### config.mk
export PLATFORM = sky130hd
export DESIGN_NAME = fco_top
export DESIGN_NICKNAME = d
export VERILOG_FILES = /design/src/fco_top.v
export VERILOG_INCLUDE_DIRS = /design/src
export SDC_FILE = /design/constraint.sdc
export NUM_CORES = 1
export LEC_CHECK = 0
export BUFFER_PORTS_ARGS = -buffer_cell sky130_fd_sc_hd__buf_2
export CORE_MARGIN = 4
export CORE_UTILIZATION = 43
export CTS_CLUSTER_SIZE = 24
export DETAILED_ROUTE_END_ITERATION = 12
export GPL_TIMING_DRIVEN = 0
export PLACE_DENSITY_LB_ADDON = 0.15
export SLEW_MARGIN = 5
export SYNTH_ARGS = -nofsm -noshare
export SYNTH_HDL_FRONTEND = slang
export SYNTH_SLANG_ARGS = --single-unit
export TNS_END_PERCENT = 100
### constraint.sdc
create_clock -name clk_sys_i -period 1.8 [get_ports clk_sys_i]
set_input_delay 0.09 -clock clk_sys_i [delete_from_list [all_inputs] [get_ports clk_sys_i]]
set_output_delay 0.09 -clock clk_sys_i [all_outputs]
set_load 0.05 [all_outputs]
### src/fco_consts.vh
// Register map, field positions, reset values and codes of the fault category block
`ifndef FCO_CONSTS_VH
`define FCO_CONSTS_VH

// Register byte addresses
`define FCO_ADDR_MASK1      8'h00
`define FCO_ADDR_MASK2      8'h04
`define FCO_ADDR_MASK3      8'h08
`define FCO_ADDR_MASK4      8'h0C
`define FCO_ADDR_FSEL0      8'h10
`define FCO_ADDR_FSEL1      8'h14
`define FCO_ADDR_FSEL2      8'h18
`define FCO_ADDR_FSEL3      8'h1C
`define FCO_ADDR_SNAP0      8'h20
`define FCO_ADDR_STATUS     8'h50

// Snapshot slot indices
`define FCO_SNAP_FCMD       4'd0
`define FCO_SNAP_OFREQ      4'd1
`define FCO_SNAP_OVOLT      4'd2
`define FCO_SNAP_BUSV       4'd3
`define FCO_SNAP_CURR       4'd4
`define FCO_SNAP_TEMP       4'd5
`define FCO_SNAP_SPEED      4'd6
`define FCO_SNAP_TORQ       4'd7
`define FCO_SNAP_INTERM     4'd8
`define FCO_SNAP_OUTTERM    4'd9
`define FCO_SNAP_DSTAT      4'd10
`define FCO_SNAP_NUM        11

// Category bit positions
`define FCO_CAT_CURRENT     0
`define FCO_CAT_VOLTAGE     1
`define FCO_CAT_OVERLOAD    2
`define FCO_CAT_SYSTEM      3
`define FCO_CAT_FEEDBACK    4
`define FCO_CAT_EXTERNAL    5
`define FCO_CAT_COMM        6
`define FCO_CAT_W           7

// Status register fields
`define FCO_STAT_CODE_LSB   0
`define FCO_STAT_CAT_LSB    8
`define FCO_STAT_CNT_LSB    16

// Terminal function codes that select fault mask one and fault mask four
`define FCO_FUNC_MASK1      8'h23
`define FCO_FUNC_MASK4      8'h26

// Reset values
`define FCO_RST_MASK        16'h0000
`define FCO_RST_FSEL        8'h00
`define FCO_RST_SNAP        16'h0000
`define FCO_NO_FAULT        8'h00

`endif

### src/fco_top.v
// Fault category classifier, fault output terminals and fault snapshot registers
//
// Decided for this implementation: the APB interface to the registers and the placing of the registers.
`timescale 1ns/1ps
`default_nettype none
`include "fco_consts.vh"

////////////////////////////////////////////////////////////////////////////
// Operating notes
// - Fault codes and live values come from logic on this clock, no sync
// - A fault event is a nonzero code that differs from the last cycle
// - A code held for many cycles is one event and one capture
// - Unlisted nonzero codes still capture, but set no category
// - Back-to-back different codes capture on every cycle
// - Snapshots keep the last event only; no history is held here
// - Snapshot words are kept raw; signed values keep their sign bit
// - Terminals are levels that follow the active code, not latched
// - Terminal function 35 to 38 picks mask one to four
// - Other function values leave the terminal low in this block
// - Mask bits 7 to 15 have no category, so they never match
// - Mask bit 4 never matches: no code maps to the feedback class
// - Category reaches the status word one cycle after the code
// - Terminals follow one cycle later again, two after the code
// - APB answers in the first access cycle, never with more waits
// - Writes to snapshot or status addresses are refused with an error
// - Unaligned or unmapped addresses read zero and raise an error
// - Error reads return zero so stale data never leaks
// - Read data holds after the answer until the next setup
// - Function selects are 8 bits; upper write data bits are dropped
// - Reset clears masks, selects, snapshots and status
// - Event counter wraps at 16 bits; software compares differences

module fco_top #(
    parameter NUM_TERM = 4,
    parameter CODE_W   = 8
) (
    input  wire                clk_sys_i,      // System clock, 125 MHz
    input  wire                nrst_i,         // Async reset, active low
    // APB slave
    input  wire                psel_i,         // Select
    input  wire                penable_i,      // Access phase
    input  wire                pwrite_i,       // Write direction
    input  wire [7:0]          paddr_i,        // Byte address
    input  wire [31:0]         pwdata_i,       // Write data
    output wire                pready_o,       // Ready, registered
    output wire [31:0]         prdata_o,       // Read data, registered
    output wire                pslverr_o,      // Error: unaligned, unmapped or read-only write
    // Protection logic side, same clock
    input  wire [CODE_W-1:0]   fault_code_i,   // Active fault code, 0 none
    input  wire [15:0]         freq_cmd_i,     // Frequency command, 0.01 Hz
    input  wire [15:0]         out_freq_i,     // Output frequency, 0.01 Hz
    input  wire [15:0]         out_volt_i,     // Output voltage, 0.1 V
    input  wire [15:0]         bus_volt_i,     // DC bus voltage, 0.1 V
    input  wire [15:0]         out_curr_i,     // Output current, 0.01 A
    input  wire [15:0]         sw_temp_i,      // Switch temp, signed 0.1 C
    input  wire [15:0]         motor_speed_i,  // Speed, signed rpm
    input  wire [15:0]         torque_cmd_i,   // Torque cmd, signed %
    input  wire [15:0]         in_terms_i,     // Input terminal states
    input  wire [15:0]         out_terms_i,    // Output terminal states
    input  wire [15:0]         drive_stat_i,   // Drive status word
    // Terminal side
    output wire [NUM_TERM-1:0] fault_term_o    // Fault-driven terminals, high active
);

    ////////////////////////////////////////////////////////////////////////
    // Classification

    // Fault code to category bits
    function [`FCO_CAT_W-1:0] fco_classify;
        input [CODE_W-1:0] code;
        begin
            fco_classify = {`FCO_CAT_W{1'b0}};
            case (code)
                8'd3, 8'd6, 8'd28, 8'd79, 8'd80,
                8'd81, 8'd82, 8'd83, 8'd84: begin
                    fco_classify[`FCO_CAT_CURRENT] = 1'b1;
                end
                8'd7, 8'd8, 8'd9, 8'd10, 8'd11,
                8'd12, 8'd13, 8'd14, 8'd15, 8'd62: begin
                    fco_classify[`FCO_CAT_VOLTAGE] = 1'b1;
                end
                8'd16, 8'd18, 8'd21, 8'd22,
                8'd26, 8'd87: begin
                    fco_classify[`FCO_CAT_OVERLOAD] = 1'b1;
                end
                8'd31, 8'd33, 8'd34, 8'd35,
                8'd36, 8'd37, 8'd52: begin
                    fco_classify[`FCO_CAT_SYSTEM] = 1'b1;
                end
                8'd49, 8'd50, 8'd51: begin
                    fco_classify[`FCO_CAT_EXTERNAL] = 1'b1;
                end
                8'd54, 8'd55, 8'd56, 8'd57, 8'd58,
                8'd101, 8'd102, 8'd104, 8'd105,
                8'd106, 8'd107, 8'd111, 8'd121,
                8'd123, 8'd124, 8'd126, 8'd127: begin
                    fco_classify[`FCO_CAT_COMM] = 1'b1;
                end
                default: begin
                    fco_classify = {`FCO_CAT_W{1'b0}};
                end
            endcase
        end
    endfunction

    ////////////////////////////////////////////////////////////////////////
    // Fault event detection

    reg  [CODE_W-1:0]     code_prev_reg;
    reg  [`FCO_CAT_W-1:0] cat_reg;
    reg  [CODE_W-1:0]     code_reg;
    reg  [15:0]           fault_cnt_reg;
    wire                  fault_evt;

    // New fault: nonzero code that differs from the last cycle's code.
    // A code held steady is one fault, not one per cycle.
    assign fault_evt = (fault_code_i != `FCO_NO_FAULT) &&
                       (fault_code_i != code_prev_reg);

    // Categories follow the active fault and clear with it
    always @(posedge clk_sys_i or negedge nrst_i) begin
        if (!nrst_i) begin
            code_prev_reg <= `FCO_NO_FAULT;
            code_reg      <= `FCO_NO_FAULT;
            cat_reg       <= {`FCO_CAT_W{1'b0}};
            fault_cnt_reg <= 16'h0000;
        end else begin
            code_prev_reg <= fault_code_i;
            code_reg      <= fault_code_i;
            cat_reg       <= fco_classify(fault_code_i);
            if (fault_evt) begin
                fault_cnt_reg <= fault_cnt_reg + 16'h0001;
            end
        end
    end

    ////////////////////////////////////////////////////////////////////////
    // Snapshot bank

    reg  [15:0] snap_mem [0:`FCO_SNAP_NUM-1];
    wire [15:0] live     [0:`FCO_SNAP_NUM-1];

    assign live[`FCO_SNAP_FCMD]    = freq_cmd_i;
    assign live[`FCO_SNAP_OFREQ]   = out_freq_i;
    assign live[`FCO_SNAP_OVOLT]   = out_volt_i;
    assign live[`FCO_SNAP_BUSV]    = bus_volt_i;
    assign live[`FCO_SNAP_CURR]    = out_curr_i;
    assign live[`FCO_SNAP_TEMP]    = sw_temp_i;
    assign live[`FCO_SNAP_SPEED]   = motor_speed_i;
    assign live[`FCO_SNAP_TORQ]    = torque_cmd_i;
    assign live[`FCO_SNAP_INTERM]  = in_terms_i;
    assign live[`FCO_SNAP_OUTTERM] = out_terms_i;
    assign live[`FCO_SNAP_DSTAT]   = drive_stat_i;

    // One capture flop per slot, all on the same event
    genvar gs;
    generate
        for (gs = 0; gs < `FCO_SNAP_NUM; gs = gs + 1) begin : g_snap
            // signed and raw words kept as is
            always @(posedge clk_sys_i or negedge nrst_i) begin
                if (!nrst_i) begin
                    snap_mem[gs] <= `FCO_RST_SNAP;
                end else if (fault_evt) begin
                    snap_mem[gs] <= live[gs];
                end
            end
        end
    endgenerate

    ////////////////////////////////////////////////////////////////////////
    // Address regions

    localparam [2:0] RGN_MASK   = 3'h0;
    localparam [2:0] RGN_FSEL   = 3'h1;
    localparam [2:0] RGN_SNAP   = 3'h2;
    localparam [2:0] RGN_STATUS = 3'h3;
    localparam [2:0] RGN_NONE   = 3'h4;

    // Region of a byte address. Every write strobe uses it, so the
    // strobes can never disagree on where a register sits.
    function [2:0] fco_region;
        input [7:0] addr;
        begin
            if (addr[1:0] != 2'b00) begin
                fco_region = RGN_NONE;
            end else if (addr < `FCO_ADDR_FSEL0) begin
                fco_region = RGN_MASK;
            end else if (addr < `FCO_ADDR_SNAP0) begin
                fco_region = RGN_FSEL;
            end else if (addr < `FCO_ADDR_STATUS) begin
                fco_region = RGN_SNAP;
            end else if (addr == `FCO_ADDR_STATUS) begin
                fco_region = RGN_STATUS;
            end else begin
                fco_region = RGN_NONE;
            end
        end
    endfunction

    ////////////////////////////////////////////////////////////////////////
    // Software registers

    reg  [15:0]   mask_reg [0:3];
    reg  [7:0]    fsel_reg [0:NUM_TERM-1];
    reg           pready_reg;
    reg  [31:0]   prdata_reg;
    reg           pslverr_reg;
    reg  [31:0]   rd_next;
    reg           err_next;
    wire          setup_ph;
    wire          wr_acc;
    wire [7:0]    snap_off;
    wire [3:0]    snap_idx;
    wire          wr_ok;
    wire [3:0]    mask_we;
    wire [NUM_TERM-1:0] fsel_we;
    integer       i;

    assign setup_ph = psel_i && !penable_i;
    assign wr_acc   = psel_i && penable_i && pready_reg && pwrite_i;
    assign wr_ok    = wr_acc && !pslverr_reg;

    // Snapshot slot from the address; only bits 5:2 can name a slot
    assign snap_off = paddr_i - `FCO_ADDR_SNAP0;
    assign snap_idx = snap_off[5:2];

    // One write strobe per register; a refused access strobes nothing
    genvar gw;
    generate
        for (gw = 0; gw < 4; gw = gw + 1) begin : g_mask_we
            assign mask_we[gw] = wr_ok && (fco_region(paddr_i) == RGN_MASK) &&
                                 (paddr_i[3:2] == gw);
        end
        for (gw = 0; gw < NUM_TERM; gw = gw + 1) begin : g_fsel_we
            assign fsel_we[gw] = wr_ok && (fco_region(paddr_i) == RGN_FSEL) &&
                                 (paddr_i[3:2] == gw);
        end
    endgenerate

    // Address decode; snapshot and status words are read only
    always @* begin
        rd_next  = 32'h0000_0000;
        err_next = 1'b0;
        if (paddr_i[1:0] != 2'b00) begin
            err_next = 1'b1;
        end else if (paddr_i < `FCO_ADDR_FSEL0) begin
            rd_next = {16'h0000, mask_reg[paddr_i[3:2]]};
        end else if (paddr_i < `FCO_ADDR_SNAP0) begin
            if (paddr_i[3:2] < NUM_TERM) begin
                rd_next = {24'h0000_00, fsel_reg[paddr_i[3:2]]};
            end else begin
                err_next = 1'b1;
            end
        end else if (paddr_i < `FCO_ADDR_STATUS) begin
            if (snap_idx < `FCO_SNAP_NUM) begin
                rd_next = {16'h0000, snap_mem[snap_idx]};
            end else begin
                err_next = 1'b1;
            end
        end else if (paddr_i == `FCO_ADDR_STATUS) begin
            rd_next[`FCO_STAT_CODE_LSB +: 8]       = code_reg;
            rd_next[`FCO_STAT_CAT_LSB +: `FCO_CAT_W] = cat_reg;
            rd_next[`FCO_STAT_CNT_LSB +: 16]       = fault_cnt_reg;
        end else begin
            err_next = 1'b1;
        end
        if (err_next) begin
            rd_next = 32'h0000_0000;
        end
    end

    // Answer one cycle after setup: pready high in the first access cycle
    always @(posedge clk_sys_i or negedge nrst_i) begin
        if (!nrst_i) begin
            pready_reg  <= 1'b0;
            prdata_reg  <= 32'h0000_0000;
            pslverr_reg <= 1'b0;
        end else begin
            pready_reg <= setup_ph;
            if (setup_ph) begin
                prdata_reg  <= pwrite_i ? 32'h0000_0000 : rd_next;
                pslverr_reg <= err_next || (pwrite_i &&
                               (paddr_i >= `FCO_ADDR_SNAP0));
            end else begin
                pslverr_reg <= 1'b0;
            end
        end
    end

    // Mask and function select writes; low bits of the word only
    always @(posedge clk_sys_i or negedge nrst_i) begin
        if (!nrst_i) begin
            for (i = 0; i < 4; i = i + 1) begin
                mask_reg[i] <= `FCO_RST_MASK;
            end
            for (i = 0; i < NUM_TERM; i = i + 1) begin
                fsel_reg[i] <= `FCO_RST_FSEL;
            end
        end else begin
            for (i = 0; i < 4; i = i + 1) begin
                if (mask_we[i]) begin
                    mask_reg[i] <= pwdata_i[15:0];
                end
            end
            // Strobes already exclude refused accesses
            for (i = 0; i < NUM_TERM; i = i + 1) begin
                if (fsel_we[i]) begin
                    fsel_reg[i] <= pwdata_i[7:0];
                end
            end
        end
    end

    ////////////////////////////////////////////////////////////////////////
    // Fault output terminals

    reg [NUM_TERM-1:0] term_reg;
    genvar gt;
    generate
        for (gt = 0; gt < NUM_TERM; gt = gt + 1) begin : g_term
            wire [7:0] sel_off = fsel_reg[gt] - `FCO_FUNC_MASK1;
            wire       is_flt = (fsel_reg[gt] >= `FCO_FUNC_MASK1) &&
                                (fsel_reg[gt] <= `FCO_FUNC_MASK4);
            // active while the fault category hits the mask.
            // Other function codes belong to other logic, so stay low here.
            always @(posedge clk_sys_i or negedge nrst_i) begin
                if (!nrst_i) begin
                    term_reg[gt] <= 1'b0;
                end else begin
                    term_reg[gt] <= is_flt &&
                        (|(mask_reg[sel_off[1:0]][`FCO_CAT_W-1:0] & cat_reg));
                end
            end
        end
    endgenerate

    assign fault_term_o = term_reg;
    assign pready_o     = pready_reg;
    assign prdata_o     = prdata_reg;
    assign pslverr_o    = pslverr_reg;

endmodule
`default_nettype wire

=== Yosys cells after proc, flatten, opt, wreduce, memory -nomap -nowiden ===
Cells that the tools add are included.

* Muxes and demuxes: 50
* Eq/ne operators: 58
* $add $sub $neg: 6
* Bitwise gates (word level): 10
* Order comparisons: 19
* Reduce and logical (&&, ||, !) cells: 42

{| class="wikitable"
|+ Operators by type and width
! kind !! number
|-
| $bmux 16 s2 || 5
|-
| $eq 8x7->1 const B || 20
|-
| $mux 32 || 5
|-
| $eq 8x6->1 const B || 15
|-
| $mux 16 || 7
|-
| $bmux 16 s4 || 1
|-
| $eq 8x4->1 const B || 8
|-
| $eq 8x5->1 const B || 7
|-
| $mux 7 || 8
|-
| $ge 8x6->1 const B || 5
|-
| $reduce_or 7->1 || 5
|-
| $le 8x6->1 const B || 4
|-
| $mux 15 || 2
|-
| $and 7x7->7 || 4
|-
| $logic_and 1x1->1 || 25
|-
| $reduce_or 17->1 || 1
|-
| $add 16x1->16 const B || 1
|-
| $bmux 8 s2 || 1
|-
| $eq 8x3->1 const B || 2
|-
| $mux 8 || 2
|-
| $ge 3x3->1 const B || 5
|-
| $mux 3 || 5
|-
| $not 2->3 || 5
|-
| $mux 1 || 14
|-
| other kinds (23) || 28
|}

* Word-level logic and storage cells: 214
* Input port bits: 229
* Output and inout bits: 38
* Flip-flop bits (word level): 340

=== Longest topological paths before layout ===
* Word-level depth: 12
* Gate-level depth with buffers: 8
* Depth with buffers taken out: 6

=== Worst setup path before layout ===
Ideal clock, no wire load.

* Path type: reg2reg
* Start point: register pready_reg, in the netlist pready_o
* End point: register mask_reg[37] in the netlist's numbering
* Buffers on the path: 3
* Setup slack: -0.479 ns
* Clock period less this slack: 2.279 ns
* Library setup time: 0.127 ns
* Arrival: 2.151 ns
* Stages on the path, launching flop included: 9
* Required time: 1.673 ns
* Cell sequence: dfrtp_1 > nand4_1 > or3b_1 > buf_2 > nor2_4 > and3_1 > buf_4 > buf_6 > mux2_1

* Cells in the longest elaborated chain, start to end: 5

{| class="wikitable"
|+ Ends and longest elaborated chain
! element !! RTL line !! text
|-
| start, declared || fco_top.v:205 || <nowiki>reg pready_reg;</nowiki>
|-
| start signal, assigned || fco_top.v:279 || <nowiki>pready_reg <= setup_ph;</nowiki>
|-
| $logic_and 1x1->1 (2 in a row) || fco_top.v:220 || <nowiki>assign wr_acc = psel_i && penable_i && pready_reg && pwrite_i;</nowiki>
|-
| $logic_and 1x1->1 || fco_top.v:221 || <nowiki>assign wr_ok = wr_acc && !pslverr_reg;</nowiki>
|-
| $logic_and 1x1->1 (2 in a row) || fco_top.v:231 || <nowiki>assign mask_we[gw] = wr_ok && (fco_region(paddr_i) == RGN_MASK) &&</nowiki>
|-
| end signal, assigned by index || fco_top.v:294 || <nowiki>mask_reg[i] <= `FCO_RST_MASK;</nowiki>
|-
| end signal, assigned by index || fco_top.v:302 || <nowiki>mask_reg[i] <= pwdata_i[15:0];</nowiki>
|-
| end, declared || fco_top.v:203 || <nowiki>reg [15:0] mask_reg [0:3];</nowiki>
|}

Every way passes these cells.
A chain may end at the register's enable or synchronous reset.

==> results.md <==
Global route:
- The first global-routing pass estimated approximately 80000 um of wire.
- The number of global-route vias before repair is about 13000.
- After global routing the overflow that remains totals 0.
- The number of antenna violations at the first check in global routing came to 6.
- Across every metal layer, demand over resource in global routing totals 25.6%.
- The maximum number of pins on one net before global-route repair is 107.

Final layout:
- The flip-flop count of the largest register after layout is about 180.
- The relative area change from synthesis to final layout is 44.7%.
- The number of fillers in the final layout is between 2000 and 3000.
- Summing all flip-flop and latch instances after layout gives 8520 um^2.
- Once layout is complete, the utilization of the core stands at a little over three fifths.
- The area of combinational cells with multiple inputs is between 8000 and 9000 um^2.
- The layout net count is approximately 1900.
- The finished cells cover 23700 um^2.
- In the final layout, the share of cells above drive strength 1 is between 40% and 50%.

Floorplanning:
- The total area inside the core boundary comes to approximately 38000 um^2.
- The die is roughly 200 um wide.
- During I/O placement, the number of pins put on the boundary was around 270.
- In this run the vertical extent of the chip is 203 um.
- The initialized floorplan defines ~70 standard-cell rows.
- The initial utilization of the core area, before any placement, comes to a little over two fifths.
- The floorplan step defined a die boundary enclosing ~41000 um^2.

Routing:
- The first-iteration detailed-routing DRC count is roughly 830.
- The routed via count is roughly 13000.
- In the final routed layout, each cell accounts on average for approximately 24 um.
- The first TritonRoute pass finished after 5 iterations.
- Using the TritonRoute via totals, the vias-per-cell ratio works out to between 5 and 6.
- The post-detailed-routing wire length is 54100 um.
- In this run the remaining antenna-violating nets after routing total 0.
- The number of remaining DRC errors is 0.

STA:
- The timing-limited maximum frequency is between 400 and 500 MHz.
- The max-slew violation total from the final report is 0.
- Of the available clock period, the critical path in the final layout requires 123%.
- Setup violations remaining at the end of the flow were counted as roughly 270.
- The hold violation total from the final report is 0.
- The worst-case setup margin in the final layout is -0.414 ns.
- The time the worst path needs with I/O delays and setup is approximately 2.2 ns.
- The worst relative slew slack is a little under half.
- For the final database, setup skew stands at ~0.02 ns.
- The transition at the pin with the smallest max-transition slack is 0.787 ns.
- Setup repair after global routing could not meet its margin everywhere.

CTS:
- TritonCTS built the clock tree.
- The depth of the CTS H-tree is 2.
- CTS placed an instance of clkbuf_16 at the clock tree root.
- The clock slew at the register clock pins of the worst setup and hold paths is approximately 0.060 ns.
- The clock latency on the worst-skew pair is 0.58 ns.
- The number of buffers added by the clock tree synthesis step is 40.
- Clock tree synthesis found a total of 340 sinks.
- In this run the deepest clock path goes through 3 buffers.

Worst setup path:
- Along the worst path, the maximum fanout reaches 10.
- The critical path starts at code_reg[1].
- The beginning of the worst register-to-register path is code_reg[1].
- Data on the critical path arrives at its endpoint at roughly 2.7 ns.
- The required time of the critical path is 2.25 ns.
- STA classifies the critical path endpoint as a flop.
- The worst setup path is launched from a flop.
- The worst setup path is of the reg -> reg kind.

Placed design:
- Timing analysis after detailed placement gives a worst setup slack of -0.805 ns.
- Once detailed placement completed, the half-perimeter wirelength came to roughly 36000 um.
- The final estimated routing congestion in global placement is 0.895.
- The number of buffer cells added on primary ports is around 250.
- The placed instances occupy a cell area of ~19000 um^2.

Synth:
- The number of nets handed over by synthesis was approximately 1400.
- The fraction of the yosys area taken by sequential cells is between 50% and 60%.
- The synthesized netlist occupies a cell area of between 15000 and 20000 um^2.
- The gate count of the mapped netlist is between 1000 and 1500.
- After synthesis, the share of flip-flops with an asynchronous set or reset is 100%.
- After synthesis the netlist holds a flip-flop and latch count of 340.
- The number of unique standard cell types used by synthesis is 61.
- In this run, synthesis inferred 0 flip-flops with an integrated enable.
- Among all flip-flop cells after synthesis, the most frequent one is dfrtp_1.
- During synthesis, Yosys emitted a total of 0 warnings.
- The average cell area after synthesis is between 10 and 15 um^2.

Power:
- For this design the static power due to leakage is 10.7 nW.
- In this run the power density over the cells is roughly 780 nW/um^2.
- VDD sags by at most ~760 uV.

Hold path:
- The worst hold path startpoint is paddr_i[0].
- The worst hold path belongs to the class in -> reg.

Run:
- Max-cap violations in this run came to 0.

Outcome:
- The final reports fail on negative setup slack.
- The flow ran to the end, but the final reports show violations.
==> cell families after synthesis <==
kind of cell / Yosys count / synth area share, %
flops: 340 / 51.9
fa+ha+maj: 9 / 0.687
xor+xnor: 24 / 1.28
mux: 370 / 31.0
buf+inv: 89 / 2.88
compound gates: 147 / 6.71
simple gates: 168 / 5.59
==> cell usage in the layout, fill, tap and decap left out, types with 18 or more instances in the layout <==
cell           netlist  routed
dlygate4sd3_1        0     206
mux4_2              80      80
buf_12               0      26
mux2i_1             18      18
mux2_4               9     192
clkbuf_16            0      49
buf_2               32     268
dfrtp_1            340     334
nor2_1              41      40
mux2_2             220      80
clkbuf_1            19      21
buf_4               20      32
nand2_1             39      37
==> final cells by class <==
cell class | count | area share (%)
Sequential cell | 340 | 35.9
Timing Repair Buffer | 509 | 17.6
Buffer | 76 | 3.11
Clock inverter | 12 | 0.501
Inverter | 10 | 0.158
Tap cell | 511 | 2.69
Multi-Input combinational cell | 719 | 35.0
Clock buffer | 59 | 5.02
Antenna cell | 4 | 0.0422
==> metrics by stage <==
stage	hold slack [ns]	total power, mW	std cells	TNS (ns)
finish	0.0213	18.5	2240	-76.65
CTS	0.00407	18.6	2213	-37.63
detailed placement	0.0905	10.1	1907	-123.30
global placement	0.213	10.0	1904	-2170.65
floorplan	-0.206	9.26	1147	-20.89
global route	0.0458	19.2	2240	-103.21
==> routing by layer <==
layer  global-route usage, %  part of all wire [%]
met1                    35.6                    43
met2                    40.7                    47
met3                    5.52                   6.7
met4                    7.76                   3.2
met5                       0                 0.013
==> Yosys cell counts (9+ instances only) <==
cell type	instances	share of area [%]
dfrtp_1	340	52
mux2_2	220	15
mux4_2	80	11
mux2_1	43	3.0
nor2_1	41	0.94
nand2_1	39	0.89
buf_2	32	0.98
a22oi_1	25	1.1
buf_4	20	0.92
clkbuf_1	19	0.43
mux2i_1	18	1.1
a221oi_1	17	0.91
nand3_1	17	0.52
a21oi_1	16	0.49
a22o_1	16	0.85
nand2b_1	15	0.57
o21ai_0	15	0.46
xnor2_1	15	0.80
a32oi_1	10	0.53
inv_1	10	0.23
ha_1	9	0.69
mux2_4	9	0.82
nand4_1	9	0.34
xor2_1	9	0.48
==> critical path, cell delays in order, from the launching register on <==
cell	delay, ns
dfrtp_2	0.42
xor2_1	0.15
nor4_1	0.39
nand2_2	0.26
nand2_8	0.20
buf_16	0.17
buf_12	0.17
mux2_4	0.31
==> power breakdown <==
| part | total (mW) | switching [mW] | internal [mW] |
|---|---|---|---|
| sequential | 8.25 | 0.276 | 7.98 |
| clock | 8.11 | 3.35 | 4.76 |
| combinational | 2.18 | 0.981 | 1.20 |
==> worst paths after layout <==
path / slack [ns] / to / cells after the start
max: -0.41 / snap_mem[172] / 7
min: 0.02 / prdata_o[15] / 4
max reg2reg: -0.41 / snap_mem[172] / 7
min reg2reg: 0.48 / fault_cnt_reg[15] / 1
max in group asynchronous: 0.47 / snap_mem[160] / 4
min in group asynchronous: 0.07 / fault_term_o[1] / 2
==> what timing repair did <==
| action | in CTS | in global routing |
|---|---|---|
| gates cloned | 5 | 10 |
| pin swaps | 10 | 8 |
| endpoints found under the setup margin | 287 | 291 |
| resized for setup | 109 | 39 |
| endpoints found under the hold margin | 369 | 0 |
| hold buffers | 206 | 0 |
| buffers inserted | 26 | 17 |
Note: power is estimated with default switching activity, not from simulation.
